`config.mk`:
```
export PLATFORM = sky130hd
export DESIGN_NAME = usart_core
export DESIGN_NICKNAME = d
export VERILOG_FILES = /design/src/rtl/usart_core_pkg.sv /design/src/rtl/usart_core.sv
export VERILOG_INCLUDE_DIRS = /design/src /design/src/rtl
export SDC_FILE = /design/constraint.sdc
export NUM_CORES = 1
export LEC_CHECK = 0
export BUFFER_PORTS_ARGS = -buffer_cell sky130_fd_sc_hd__buf_2
export CAP_MARGIN = 0
export CORE_MARGIN = 2
export CORE_UTILIZATION = 60
export DETAILED_ROUTE_END_ITERATION = 6
export PLACE_DENSITY = 0.81
export SLEW_MARGIN = 20
export SYNTH_ARGS = -nofsm -noshare
export SYNTH_HDL_FRONTEND = slang
export SYNTH_SLANG_ARGS = --single-unit
```
`constraint.sdc`:
```
create_clock -name pclk -period 4.7 [get_ports pclk]
set_input_delay 0.235 -clock pclk [delete_from_list [all_inputs] [get_ports pclk]]
set_output_delay 0.235 -clock pclk [all_outputs]
set_load 0.02 [all_outputs]
```
`src/rtl/usart_core_regs.svh`:
```
`ifndef USART_CORE_REGS_SVH
`define USART_CORE_REGS_SVH

// Register byte offsets on the APB bus
`define OFF_CONFIG         12'h000
`define OFF_CONTROL        12'h004
`define OFF_STATUS         12'h008
`define OFF_INT_EN_SET     12'h00C
`define OFF_INT_EN_CLEAR   12'h010
`define OFF_RX_BUFFER      12'h014
`define OFF_RX_BUFFER_STAT 12'h018
`define OFF_TX_BUFFER      12'h01C
`define OFF_BAUD_DIVISOR   12'h020
`define OFF_INT_STATUS     12'h024

// Reset values
`define CONFIG_RESET       16'h0000
`define BAUD_RESET         16'h0000

// Status bit positions
`define ST_RX_READY        0
`define ST_RX_IDLE         1
`define ST_TX_READY        2
`define ST_TX_IDLE         3
`define ST_CTS_LEVEL       4
`define ST_DELTA_CTS       5
`define ST_OVERRUN         8
`define ST_START_SEEN      10
`define ST_FRAME_ERR       13
`define ST_NOISE           15
`define ST_ADDR_SENT       16
`define ST_TX_CLK_PEND     17

// Control bit position
`define CTL_TX_DISABLE     6

// Sticky (write one to clear) and implemented status bits
`define STICKY_MASK        18'h3_A520
`define INTEN_MASK         18'h3_A53F

// Oversampling timing counts
`define OS_LAST            4'hF
`define VOTE_FIRST         4'h7
`define VOTE_LAST          4'h9

`endif

```
`src/rtl/usart_core_pkg.sv`:
```
package usart_core_pkg;

   // Receiver sequencing
   typedef enum logic [1:0] {RX_IDLE, RX_START, RX_DATA, RX_STOP}
      rx_state_type;

   // Transmitter sequencing
   typedef enum logic [1:0] {TX_IDLE, TX_DATA, TX_STOP}
      tx_state_type;

   // Configuration word, bit 15 down to bit 0
   typedef struct packed {
      logic       spare15;
      logic       sync_master_select;
      logic [1:0] spare13;
      logic       sync_enable;
      logic       spare10;
      logic       flow_gate_enable;
      logic [1:0] spare8;
      logic       stop_two;
      logic [1:0] spare5;
      logic [1:0] data_length;
      logic       spare1;
      logic       enable;
   } config_type;

endpackage

```
`src/rtl/usart_core.sv`:
```
// The placing of the registers and register access over APB were decided locally.
`timescale 1ns/100ps
`default_nettype none
`include "usart_core_regs.svh"

module usart_core (
   input  wire logic        pclk,
   input  wire logic        presetn,
   input  wire logic        psel,
   input  wire logic        penable,
   input  wire logic        pwrite,
   input  wire logic [11:0] paddr,
   input  wire logic [31:0] pwdata,
   output logic      [31:0] prdata,
   output logic             pready,
   output logic             pslverr,
   input  wire logic        prescaler_tick,
   input  wire logic        serial_receive_line,
   input  wire logic        clear_to_send_input_n,
   input  wire logic        serial_clock_pin_in,
   input  wire logic        wake_start_logic_enable,
   output logic             serial_transmit_line,
   output logic             request_to_send_output_n,
   output logic             serial_clock_pin_out,
   output logic             serial_clock_pin_oe_n,
   output logic             interrupt_request,
   output logic             deep_wake_request
);

   ////////////////////////////////////////////////////////////////
   // Declarations

   usart_core_pkg::config_type   cfg_q;     // Configuration
   usart_core_pkg::rx_state_type rx_st_q;   // Receiver state
   usart_core_pkg::tx_state_type tx_st_q;   // Transmitter state
   logic [15:0] baud_divisor_value_q;       // Baud divisor
   logic        tx_disable_q;               // Software tx hold
   logic [17:0] interrupt_enable_set_q;     // Interrupt enables
   logic [17:0] sticky_q;                   // Sticky status flags
   logic [8:0]  receive_data_buffer_q;      // Received character
   logic        rx_ready_q;                 // Buffer full
   logic [8:0]  transmit_data_buffer_q;     // Holding register
   logic        tx_full_q;                  // Holding occupied
   logic [2:0]  rxd_sync_q;                 // Receive line sync
   logic [2:0]  cts_sync_q;                 // Clear to send sync
   logic [2:0]  sclk_sync_q;                // Slave clock sync
   logic [15:0] brg_cnt_q;                  // Baud down counter
   logic        sclk_out_q;                 // Generated clock
   logic [3:0]  rx_os_q;                    // Receive 16x phase
   logic [3:0]  tx_os_q;                    // Transmit 16x phase
   logic [1:0]  votes_q;                    // Earlier two samples
   logic [8:0]  rx_sh_q;                    // Receive shifter
   logic [3:0]  rx_cnt_q;                   // Receive bit count
   logic [8:0]  tx_sh_q;                    // Transmit shifter
   logic [3:0]  tx_cnt_q;                   // Transmit bit count
   logic        tx_stop_cnt_q;              // Stop bits sent
   logic        tx_line_q;                  // Transmit pin
   logic        rts_n_q;                    // Request to send
   logic        irq_q;                      // Interrupt output
   logic        deep_wake_q;                // Deep wake output
   logic [31:0] prdata_q;                   // Read data
   logic [31:0] rd_mux;                     // Read selection
   logic        mapped;                     // Address decoded
   logic [17:0] status;                     // Full status vector
   logic [17:0] int_status;                 // Enabled status
   logic [17:0] events;                     // Sticky set pulses

   logic en, sync_mode, master, slave;
   logic access, wr, rd, rd_buf;
   logic brg_tick, m_rise, s_rise, s_fall;
   logic rx_line, cts_line, rx_fall;
   logic rx_strobe, tx_strobe, rx_bit, vote, noisy;
   logic [3:0]  nbits;
   logic [15:0] half;
   logic rx_done, rx_load, overrun, start_seen, frame_err;
   logic cts_ok, tx_go, tx_load, addr_sent, tx_clk_pend;

   ////////////////////////////////////////////////////////////////
   // Mode and character shape

   assign en        = cfg_q.enable;
   assign sync_mode = cfg_q.sync_enable;
   assign master    = sync_mode & cfg_q.sync_master_select;
   assign slave     = sync_mode & ~cfg_q.sync_master_select;

   assign nbits = (cfg_q.data_length == 2'h0) ? 4'h7 :
                  (cfg_q.data_length == 2'h1) ? 4'h8 : 4'h9;

   ////////////////////////////////////////////////////////////////
   // Input synchronisers

   always_ff @(posedge pclk or negedge presetn)
      if (!presetn)
      begin
         rxd_sync_q  <= 3'h7;
         cts_sync_q  <= 3'h7;
         sclk_sync_q <= 3'h0;
      end
      else
      begin
         rxd_sync_q  <= {rxd_sync_q[1:0], serial_receive_line};
         cts_sync_q  <= {cts_sync_q[1:0], clear_to_send_input_n};
         sclk_sync_q <= {sclk_sync_q[1:0], serial_clock_pin_in};
      end

   // Stage 0 feeds only stage 1; edges use stages 1 and 2
   assign rx_line  = rxd_sync_q[1];
   assign cts_line = cts_sync_q[1];
   assign rx_fall  = ~rxd_sync_q[1] & rxd_sync_q[2];
   assign s_rise   = slave & sclk_sync_q[1] & ~sclk_sync_q[2];
   assign s_fall   = slave & ~sclk_sync_q[1] & sclk_sync_q[2];

   ////////////////////////////////////////////////////////////////
   // Baud generator

   // shared prescaler arrives as a pulse, none kept here
   always_ff @(posedge pclk or negedge presetn)
      if (!presetn)
         brg_cnt_q <= 16'h0000;
      else if (!en)
         brg_cnt_q <= 16'h0000;
      else if (prescaler_tick)
         brg_cnt_q <= (brg_cnt_q == 16'h0000) ?
                      baud_divisor_value_q - 16'h0001 :
                      brg_cnt_q - 16'h0001;

   // one tick per divisor prescaler ticks
   assign brg_tick = en & prescaler_tick & (brg_cnt_q == 16'h0000);
   // Rising edge mid-period; divisors below 2 give no rise
   assign half   = {1'b0, baud_divisor_value_q[15:1]};
   assign m_rise = master & en & prescaler_tick &
                   (half != 16'h0000) & (brg_cnt_q == half);

   // clock period equals divisor ticks
   // Held while the pin is released, so an idle pin never moves
   always_ff @(posedge pclk or negedge presetn)
      if (!presetn)
         sclk_out_q <= 1'b0;
      else if (!(en & cfg_q.sync_master_select))
         sclk_out_q <= sclk_out_q;
      else if (brg_tick)
         sclk_out_q <= 1'b0;
      else if (prescaler_tick & (brg_cnt_q == half))
         sclk_out_q <= 1'b1;

   assign serial_clock_pin_oe_n = ~(en & cfg_q.sync_master_select);
   assign serial_clock_pin_out  = sclk_out_q;

   ////////////////////////////////////////////////////////////////
   // Bit strobes

   always_ff @(posedge pclk or negedge presetn)
      if (!presetn)
      begin
         rx_os_q <= 4'h0;
         tx_os_q <= 4'h0;
         votes_q <= 2'h3;
      end
      else
      begin
         if (rx_st_q == usart_core_pkg::RX_IDLE && rx_fall)
            rx_os_q <= 4'h0;
         else if (brg_tick)
            rx_os_q <= rx_os_q + 4'h1;
         if (brg_tick)
            tx_os_q <= tx_os_q + 4'h1;
         // Samples at phases 7 and 8; phase 9 is live
         if (brg_tick && rx_os_q >= `VOTE_FIRST &&
             rx_os_q < `VOTE_LAST)
            votes_q <= {votes_q[0], rx_line};
      end

   assign vote  = (votes_q[1] & votes_q[0]) |
                  (votes_q[1] & rx_line) | (votes_q[0] & rx_line);
   assign noisy = ~((votes_q[1] == votes_q[0]) &&
                    (votes_q[0] == rx_line));

   // master shifts once per baud period
   assign rx_strobe = ~sync_mode ?
                      (brg_tick & (rx_os_q == `VOTE_LAST)) :
                      (m_rise | s_rise);
   assign tx_strobe = ~sync_mode ?
                      (brg_tick & (tx_os_q == `OS_LAST)) :
                      master ? brg_tick : s_fall;
   assign rx_bit    = sync_mode ? rx_line : vote;

   ////////////////////////////////////////////////////////////////
   // Receiver

   always_ff @(posedge pclk or negedge presetn)
      if (!presetn)
      begin
         rx_st_q  <= usart_core_pkg::RX_IDLE;
         rx_sh_q  <= 9'h000;
         rx_cnt_q <= 4'h0;
      end
      else if (!en)
         rx_st_q <= usart_core_pkg::RX_IDLE;
      else
         case (rx_st_q)
            usart_core_pkg::RX_IDLE:
               if (!sync_mode && rx_fall)
                  rx_st_q <= usart_core_pkg::RX_START;
               else if (sync_mode && rx_strobe && !rx_bit)
               begin
                  rx_st_q  <= usart_core_pkg::RX_DATA;
                  rx_cnt_q <= 4'h0;
               end
            usart_core_pkg::RX_START:
               if (rx_strobe)
               begin
                  rx_st_q  <= rx_bit ? usart_core_pkg::RX_IDLE :
                                       usart_core_pkg::RX_DATA;
                  rx_cnt_q <= 4'h0;
               end
            usart_core_pkg::RX_DATA:
               if (rx_strobe)
               begin
                  // Least significant bit arrives first
                  rx_sh_q  <= {rx_bit, rx_sh_q[8:1]};
                  rx_cnt_q <= rx_cnt_q + 4'h1;
                  if (rx_cnt_q == nbits - 4'h1)
                     rx_st_q <= usart_core_pkg::RX_STOP;
               end
            default:
               // Only the first stop bit is checked
               if (rx_strobe)
                  rx_st_q <= usart_core_pkg::RX_IDLE;
         endcase

   assign rx_done    = rx_strobe & (rx_st_q == usart_core_pkg::RX_STOP);
   assign frame_err  = rx_done & ~rx_bit;
   assign start_seen = rx_strobe & ~rx_bit &
                       ((rx_st_q == usart_core_pkg::RX_START) |
                        (sync_mode &
                         (rx_st_q == usart_core_pkg::RX_IDLE)));
   // a full buffer keeps its first character
   assign rx_load = rx_done & (~rx_ready_q | rd_buf);
   assign overrun = rx_done & rx_ready_q & ~rd_buf;

   // receive buffer and its full flag
   always_ff @(posedge pclk or negedge presetn)
      if (!presetn)
      begin
         receive_data_buffer_q <= 9'h000;
         rx_ready_q            <= 1'b0;
      end
      else
      begin
         if (rx_load)
            receive_data_buffer_q <= rx_sh_q >> (4'h9 - nbits);
         // New character wins over a same-cycle read
         rx_ready_q <= rx_load | (rx_ready_q & ~rd_buf);
      end

   ////////////////////////////////////////////////////////////////
   // Transmitter

   // low from the remote means ready
   assign cts_ok  = ~cfg_q.flow_gate_enable | ~cts_line;
   assign tx_go   = tx_full_q & cts_ok & ~tx_disable_q;
   assign tx_load = en & tx_strobe & tx_go &
                    (tx_st_q == usart_core_pkg::TX_IDLE);
   assign addr_sent   = tx_load & (nbits == 4'h9) &
                        transmit_data_buffer_q[8];
   assign tx_clk_pend = s_fall & tx_full_q;

   always_ff @(posedge pclk or negedge presetn)
      if (!presetn)
      begin
         tx_st_q       <= usart_core_pkg::TX_IDLE;
         tx_sh_q       <= 9'h000;
         tx_cnt_q      <= 4'h0;
         tx_stop_cnt_q <= 1'b0;
         tx_line_q     <= 1'b1;
      end
      else if (!en)
      begin
         tx_st_q   <= usart_core_pkg::TX_IDLE;
         tx_line_q <= 1'b1;
      end
      else if (tx_strobe)
         case (tx_st_q)
            usart_core_pkg::TX_IDLE:
               if (tx_go)
               begin
                  tx_sh_q   <= transmit_data_buffer_q;
                  tx_cnt_q  <= 4'h0;
                  tx_line_q <= 1'b0;
                  tx_st_q   <= usart_core_pkg::TX_DATA;
               end
            usart_core_pkg::TX_DATA:
            begin
               tx_line_q <= tx_sh_q[0];
               tx_sh_q   <= {1'b0, tx_sh_q[8:1]};
               tx_cnt_q  <= tx_cnt_q + 4'h1;
               if (tx_cnt_q == nbits - 4'h1)
               begin
                  tx_stop_cnt_q <= 1'b0;
                  tx_st_q       <= usart_core_pkg::TX_STOP;
               end
            end
            default:
            begin
               tx_line_q     <= 1'b1;
               tx_stop_cnt_q <= 1'b1;
               if (!cfg_q.stop_two || tx_stop_cnt_q)
                  tx_st_q <= usart_core_pkg::TX_IDLE;
            end
         endcase

   assign serial_transmit_line = tx_line_q;

   ////////////////////////////////////////////////////////////////
   // Bus decode

   assign access = psel & penable;
   assign wr     = access & pwrite & mapped;
   assign rd     = access & ~pwrite & mapped;
   assign rd_buf = rd & ((paddr == `OFF_RX_BUFFER) |
                         (paddr == `OFF_RX_BUFFER_STAT));
   assign pready  = 1'b1;
   assign pslverr = access & ~mapped;

   always_ff @(posedge pclk or negedge presetn)
      if (!presetn)
      begin
         transmit_data_buffer_q <= 9'h000;
         tx_full_q              <= 1'b0;
      end
      else
      begin
         if (wr && paddr == `OFF_TX_BUFFER)
            transmit_data_buffer_q <= pwdata[8:0];
         // Disable resets the transmitter
         tx_full_q <= en & ((wr && paddr == `OFF_TX_BUFFER) |
                            (tx_full_q & ~tx_load));
      end

   // Configuration, control, divisor and enables
   always_ff @(posedge pclk or negedge presetn)
      if (!presetn)
      begin
         cfg_q                  <= `CONFIG_RESET;
         baud_divisor_value_q   <= `BAUD_RESET;
         tx_disable_q           <= 1'b0;
         interrupt_enable_set_q <= 18'h0_0000;
      end
      else if (wr)
      begin
         if (paddr == `OFF_CONFIG)
            cfg_q <= usart_core_pkg::config_type'(pwdata[15:0]);
         else if (paddr == `OFF_CONTROL)
            tx_disable_q <= pwdata[`CTL_TX_DISABLE];
         else if (paddr == `OFF_BAUD_DIVISOR)
            baud_divisor_value_q <= pwdata[15:0];
         else if (paddr == `OFF_INT_EN_SET)
            interrupt_enable_set_q <= interrupt_enable_set_q |
                                      (pwdata[17:0] & `INTEN_MASK);
         else if (paddr == `OFF_INT_EN_CLEAR)
            interrupt_enable_set_q <= interrupt_enable_set_q &
                                      ~pwdata[17:0];
      end

   ////////////////////////////////////////////////////////////////
   // Status and interrupt

   // sticky wake sources recorded as events; level bits 0 to 4 are not
   always_comb
   begin
      events                  = 18'h0_0000;
      events[`ST_DELTA_CTS]   = cts_sync_q[1] ^ cts_sync_q[2];
      events[`ST_OVERRUN]     = overrun;
      events[`ST_START_SEEN]  = start_seen;
      events[`ST_FRAME_ERR]   = frame_err;
      events[`ST_NOISE]       = rx_done & ~sync_mode & noisy;
      events[`ST_ADDR_SENT]   = addr_sent;
      events[`ST_TX_CLK_PEND] = tx_clk_pend;
   end

   // sticky flags; set wins over clear
   always_ff @(posedge pclk or negedge presetn)
      if (!presetn)
         sticky_q <= 18'h0_0000;
      else if (wr && paddr == `OFF_STATUS)
         sticky_q <= (sticky_q & ~pwdata[17:0] | events) &
                     `STICKY_MASK;
      else
         sticky_q <= (sticky_q | events) & `STICKY_MASK;

   always_comb
   begin
      status                = sticky_q;
      status[`ST_RX_READY]  = rx_ready_q;
      status[`ST_RX_IDLE]   = rx_st_q == usart_core_pkg::RX_IDLE;
      status[`ST_TX_READY]  = ~tx_full_q;
      status[`ST_TX_IDLE]   = ~tx_full_q &
                              (tx_st_q == usart_core_pkg::TX_IDLE);
      status[`ST_CTS_LEVEL] = cts_line;
   end

   // each event gated by its enable
   assign int_status = status & interrupt_enable_set_q;

   // Outputs registered to keep them glitch-free
   always_ff @(posedge pclk or negedge presetn)
      if (!presetn)
      begin
         irq_q       <= 1'b0;
         deep_wake_q <= 1'b0;
         rts_n_q     <= 1'b1;
      end
      else
      begin
         // any enabled interrupt wakes from sleep
         irq_q       <= en & (|int_status);
         // slave-mode wake toward the start logic
         deep_wake_q <= en & slave & wake_start_logic_enable &
                        (|int_status);
         // low while enabled and the buffer has room
         rts_n_q     <= ~(en & ~rx_ready_q);
      end

   assign interrupt_request        = irq_q;
   assign deep_wake_request        = deep_wake_q;
   assign request_to_send_output_n = rts_n_q;

   ////////////////////////////////////////////////////////////////
   // Read path

   // Address decode and read selection
   always_comb
   begin
      mapped = 1'b1;
      rd_mux = 32'h0000_0000;
      if (paddr == `OFF_CONFIG)
         rd_mux[15:0] = cfg_q;
      else if (paddr == `OFF_CONTROL)
         rd_mux[`CTL_TX_DISABLE] = tx_disable_q;
      else if (paddr == `OFF_STATUS)
         rd_mux[17:0] = status;
      else if (paddr == `OFF_INT_EN_SET)
         rd_mux[17:0] = interrupt_enable_set_q;
      else if (paddr == `OFF_INT_EN_CLEAR)
         rd_mux = 32'h0000_0000;
      else if (paddr == `OFF_RX_BUFFER)
         rd_mux[8:0] = receive_data_buffer_q;
      else if (paddr == `OFF_RX_BUFFER_STAT)
         rd_mux = {status[15:0], 7'h00, receive_data_buffer_q};
      else if (paddr == `OFF_TX_BUFFER)
         rd_mux[8:0] = transmit_data_buffer_q;
      else if (paddr == `OFF_BAUD_DIVISOR)
         rd_mux[15:0] = baud_divisor_value_q;
      else if (paddr == `OFF_INT_STATUS)
         rd_mux[17:0] = int_status;
      else
         mapped = 1'b0;
   end

   // Captured in the setup cycle, stable through access
   always_ff @(posedge pclk or negedge presetn)
      if (!presetn)
         prdata_q <= 32'h0000_0000;
      else if (psel && !penable && !pwrite)
         prdata_q <= rd_mux;

   assign prdata = prdata_q;

endmodule

`default_nettype wire

```
==> flow_summary.toml <==
[setup_path]
max_stage_delay_ps = 470
slowest_stage = "nor4_4"
reg2reg_from = "brg_cnt_q[13]"
cp_max_fo = 7
crit_path_start = "brg_cnt_q[13]"
endpoint_kind = "register"
cp.required_ps = 5020
cp_cell_sequence = "nor4_4 > nand4_1 > nor2_1 > a21oi_1 > ha_1 > nand2b_1 > or3_1 > a31oi_4 > and3_1 > a311o_2 > o311ai_1"
cp.arrival_ps = 3320
crit_path_start_kind = "register"
worstSetupPathType = "register to register"

[timing]
fin_crit_sh = 0.637
relSlewSlack = 0.280
max_freq_ghz = 0.334
slew_violations = 0
finalClockSkew_ps = 16.7
period_minus_slack_ps = 2990
hold_viol_final = 0
hold_slack_ps = 38.4
setup_violations = 0
rsz0062_at_grt = "false"
worst_pin_slew_ps = 1080
fin_setup_tns_ps = 0

[cells_and_area]
finalNonFillerCells = 1141
antenna_cells = 0
stdcell_area_mm2 = 0.0103
drive_gt1_frac = 0.236
fin_nets = 1004
synthToLayoutAreaGrowth_pct = 11.0
final_common_cell = "dfrtp_1"
layout_common_cells = "dfrtp_1, nand2_1, mux2_2"

[floorplanning]
start_util = 0.610
die_width_um = 128
rows = 45
boundaryPins = 94
core-area_mm2 = 0.0151
dieHeight_um = 128
dieArea_mm2 = 0.0164

[cts]
clk_pin_slew_ps = 60
cts_tree = "built"
cts_buffers = 17
clock_latency_ps = 440
cts_resized = 0
h-tree-depth = 4
clockRootBuffer = "clkbuf_16"
clkSinkCount = 175
clockBufferDepth = 2
cts_setup_buffers = 0
cts_hold_buf = 4

[synth]
synth_top_cell_by_area = "dfrtp_1"
async_flop_share = 1.00
synth_edf_count = 0
yosysTopAreaCellShare = 0.447
ys_seq_area_frac = 0.475
postSynthCellCount = 890
syn_avg_cell_area_um2 = 10.4
synth_cell_types = 78
synth_area_mm2 = 0.00924
ys.flop_type = "dfrtp_1"
synth.area.top_cells = "dfrtp_1, mux2_2, nand2_1"
synth_warnings = 0
synth.ff_latch_count = 175

[placed_design]
dpl_cell_area_mm2 = 0.00965
detailed_place_hpwl_mm = 16.1
place_inst = 1106
port_buffers = 72
place.gp.congestion = 0.975

[route]
antenna_left = 0
wl_per_cell_um = 21.3
vias_per_cell = 6.60
remaining_drc_errors = 0
first_pass_iters = 7
drt-total-wl_mm = 24.3
vias = 7527
drtIter0Drc = 1031

[status]
outcome = "complete, no violations"

[global_route]
grt_pass1_vias = 7147
grt_max_degree = 99
grt_pass1_wl_mm = 38.4
overflow = 0
antenna_found_initial = 0
grtUsageTotal = 0.305

[min_path]
min_path_type = "input port to register"
hold_path_startpoint = "wake_start_logic_enable"

[job]
max_cap_violations = 0

[power_and_ir_drop]
p_leak_nw = 4.72
ir_worst_vdd_uv = 272
power_density_mw_per_mm2 = 300
==> routing by layer <==
layer / share of wire / global-route usage / vias up
met2: 0.46 / 0.469 / 390
met4: 0.040 / 0.144 / 0
met5: 0 / 0 / -
li1: - / - / 3378
met3: 0.091 / 0.0614 / 76
met1: 0.41 / 0.421 / 3683
==> where the power goes <==
group / internal (W) / switching (W)
clock network: 0.000773 / 0.000593
registers: 0.00153 / 0.0000142
logic: 0.0000493 / 0.000119
==> worst max-delay path: cells and delay by family (launching register included) <==
| family | cells | cell delay, ps |
|---|---|---|
| and+or+nand+nor | 6 | 1560 |
| AOI/OAI and AO/OA | 4 | 660 |
| DFF | 1 | 450 |
| adders and majority gates | 1 | 220 |
==> through the flow <==
| stage | utilization | setup WS [ps] | total power, W |
|---|---|---|---|
| after detailed placement | 0.637 | 1580 | 0.00173 |
| after global placement | 0.637 | 1650 | 0.00173 |
| after floorplan | - | 1780 | 0.00165 |
| after global routing | 0.677 | 1500 | 0.00317 |
| after CTS | 0.677 | 1720 | 0.00309 |
| final | 0.677 | 1710 | 0.00308 |
==> registers in the layout, summed over array words and instances (netlist names), 4 cells and up, named ones only <==
signal and cells:
interrupt_enable_set_q 6, baud_divisor_value_q 16, brg_cnt_q 16, sticky_q 7
receive_data_buffer_q 9, rx_cnt_q 4, transmit_data_buffer_q 9, rx_sh_q 9
cfg_q 14, tx_os_q 4, tx_sh_q 9, prdata 26
tx_cnt_q 4, rx_os_q 4
==> logic make-up after synthesis <==
logic type,Yosys count,synth area share
AND/OR/NAND/NOR,297,0.167
AO/OA/AOI/OAI,200,0.156
other,2,0.000813
adder cells (fa/ha/maj),9,0.0122
XOR/XNOR,27,0.0256
buffers and inverters,79,0.0425
flip-flops,175,0.475
multiplexers,101,0.120
==> worst paths after layout <==
kind | slack, ps | cells after the start | to
setup / recovery | 1710 | 11 | brg_cnt_q[14]
hold reg to reg | 350 | 0 | sclk_sync_q[1]
max in group asynchronous | 3330 | 3 | cts_sync_q[1]
hold / removal | 40 | 2 | deep_wake_request
min in group asynchronous | 400 | 2 | baud_divisor_value_q[12]
setup reg to reg | 1710 | 11 | brg_cnt_q[14]
==> area by class of cell <==
cell class	count	area, µm²
clock buffers	23	478
clock inverters	8	82.6
fillers	1147	4890
inverters	19	71.3
multi-input cells	641	4500
flip-flops and latches	175	4390
well taps	188	235
repair buffers	87	502
==> synthesized netlist by cell type (5+ instances only) <==
cell	count
ha_1	9
a22oi_1	6
nor4_1	7
buf_4	11
mux2_2	76
dfstp_2	10
dfrtp_1	165
mux2i_1	23
xor2_1	7
a21oi_1	28
nor2_1	64
nand4_1	15
a222oi_1	13
a211oi_1	6
clkbuf_1	30
inv_1	19
a31oi_1	24
nor3_1	15
buf_2	11
nand3_1	25
nand2_1	99
or4_1	6
o21ai_0	45
buf_6	5
a22o_1	12
nor2b_1	8
and3_1	10
o21a_1	6
xnor2_1	20
Power figures use the tool's default switching activity.
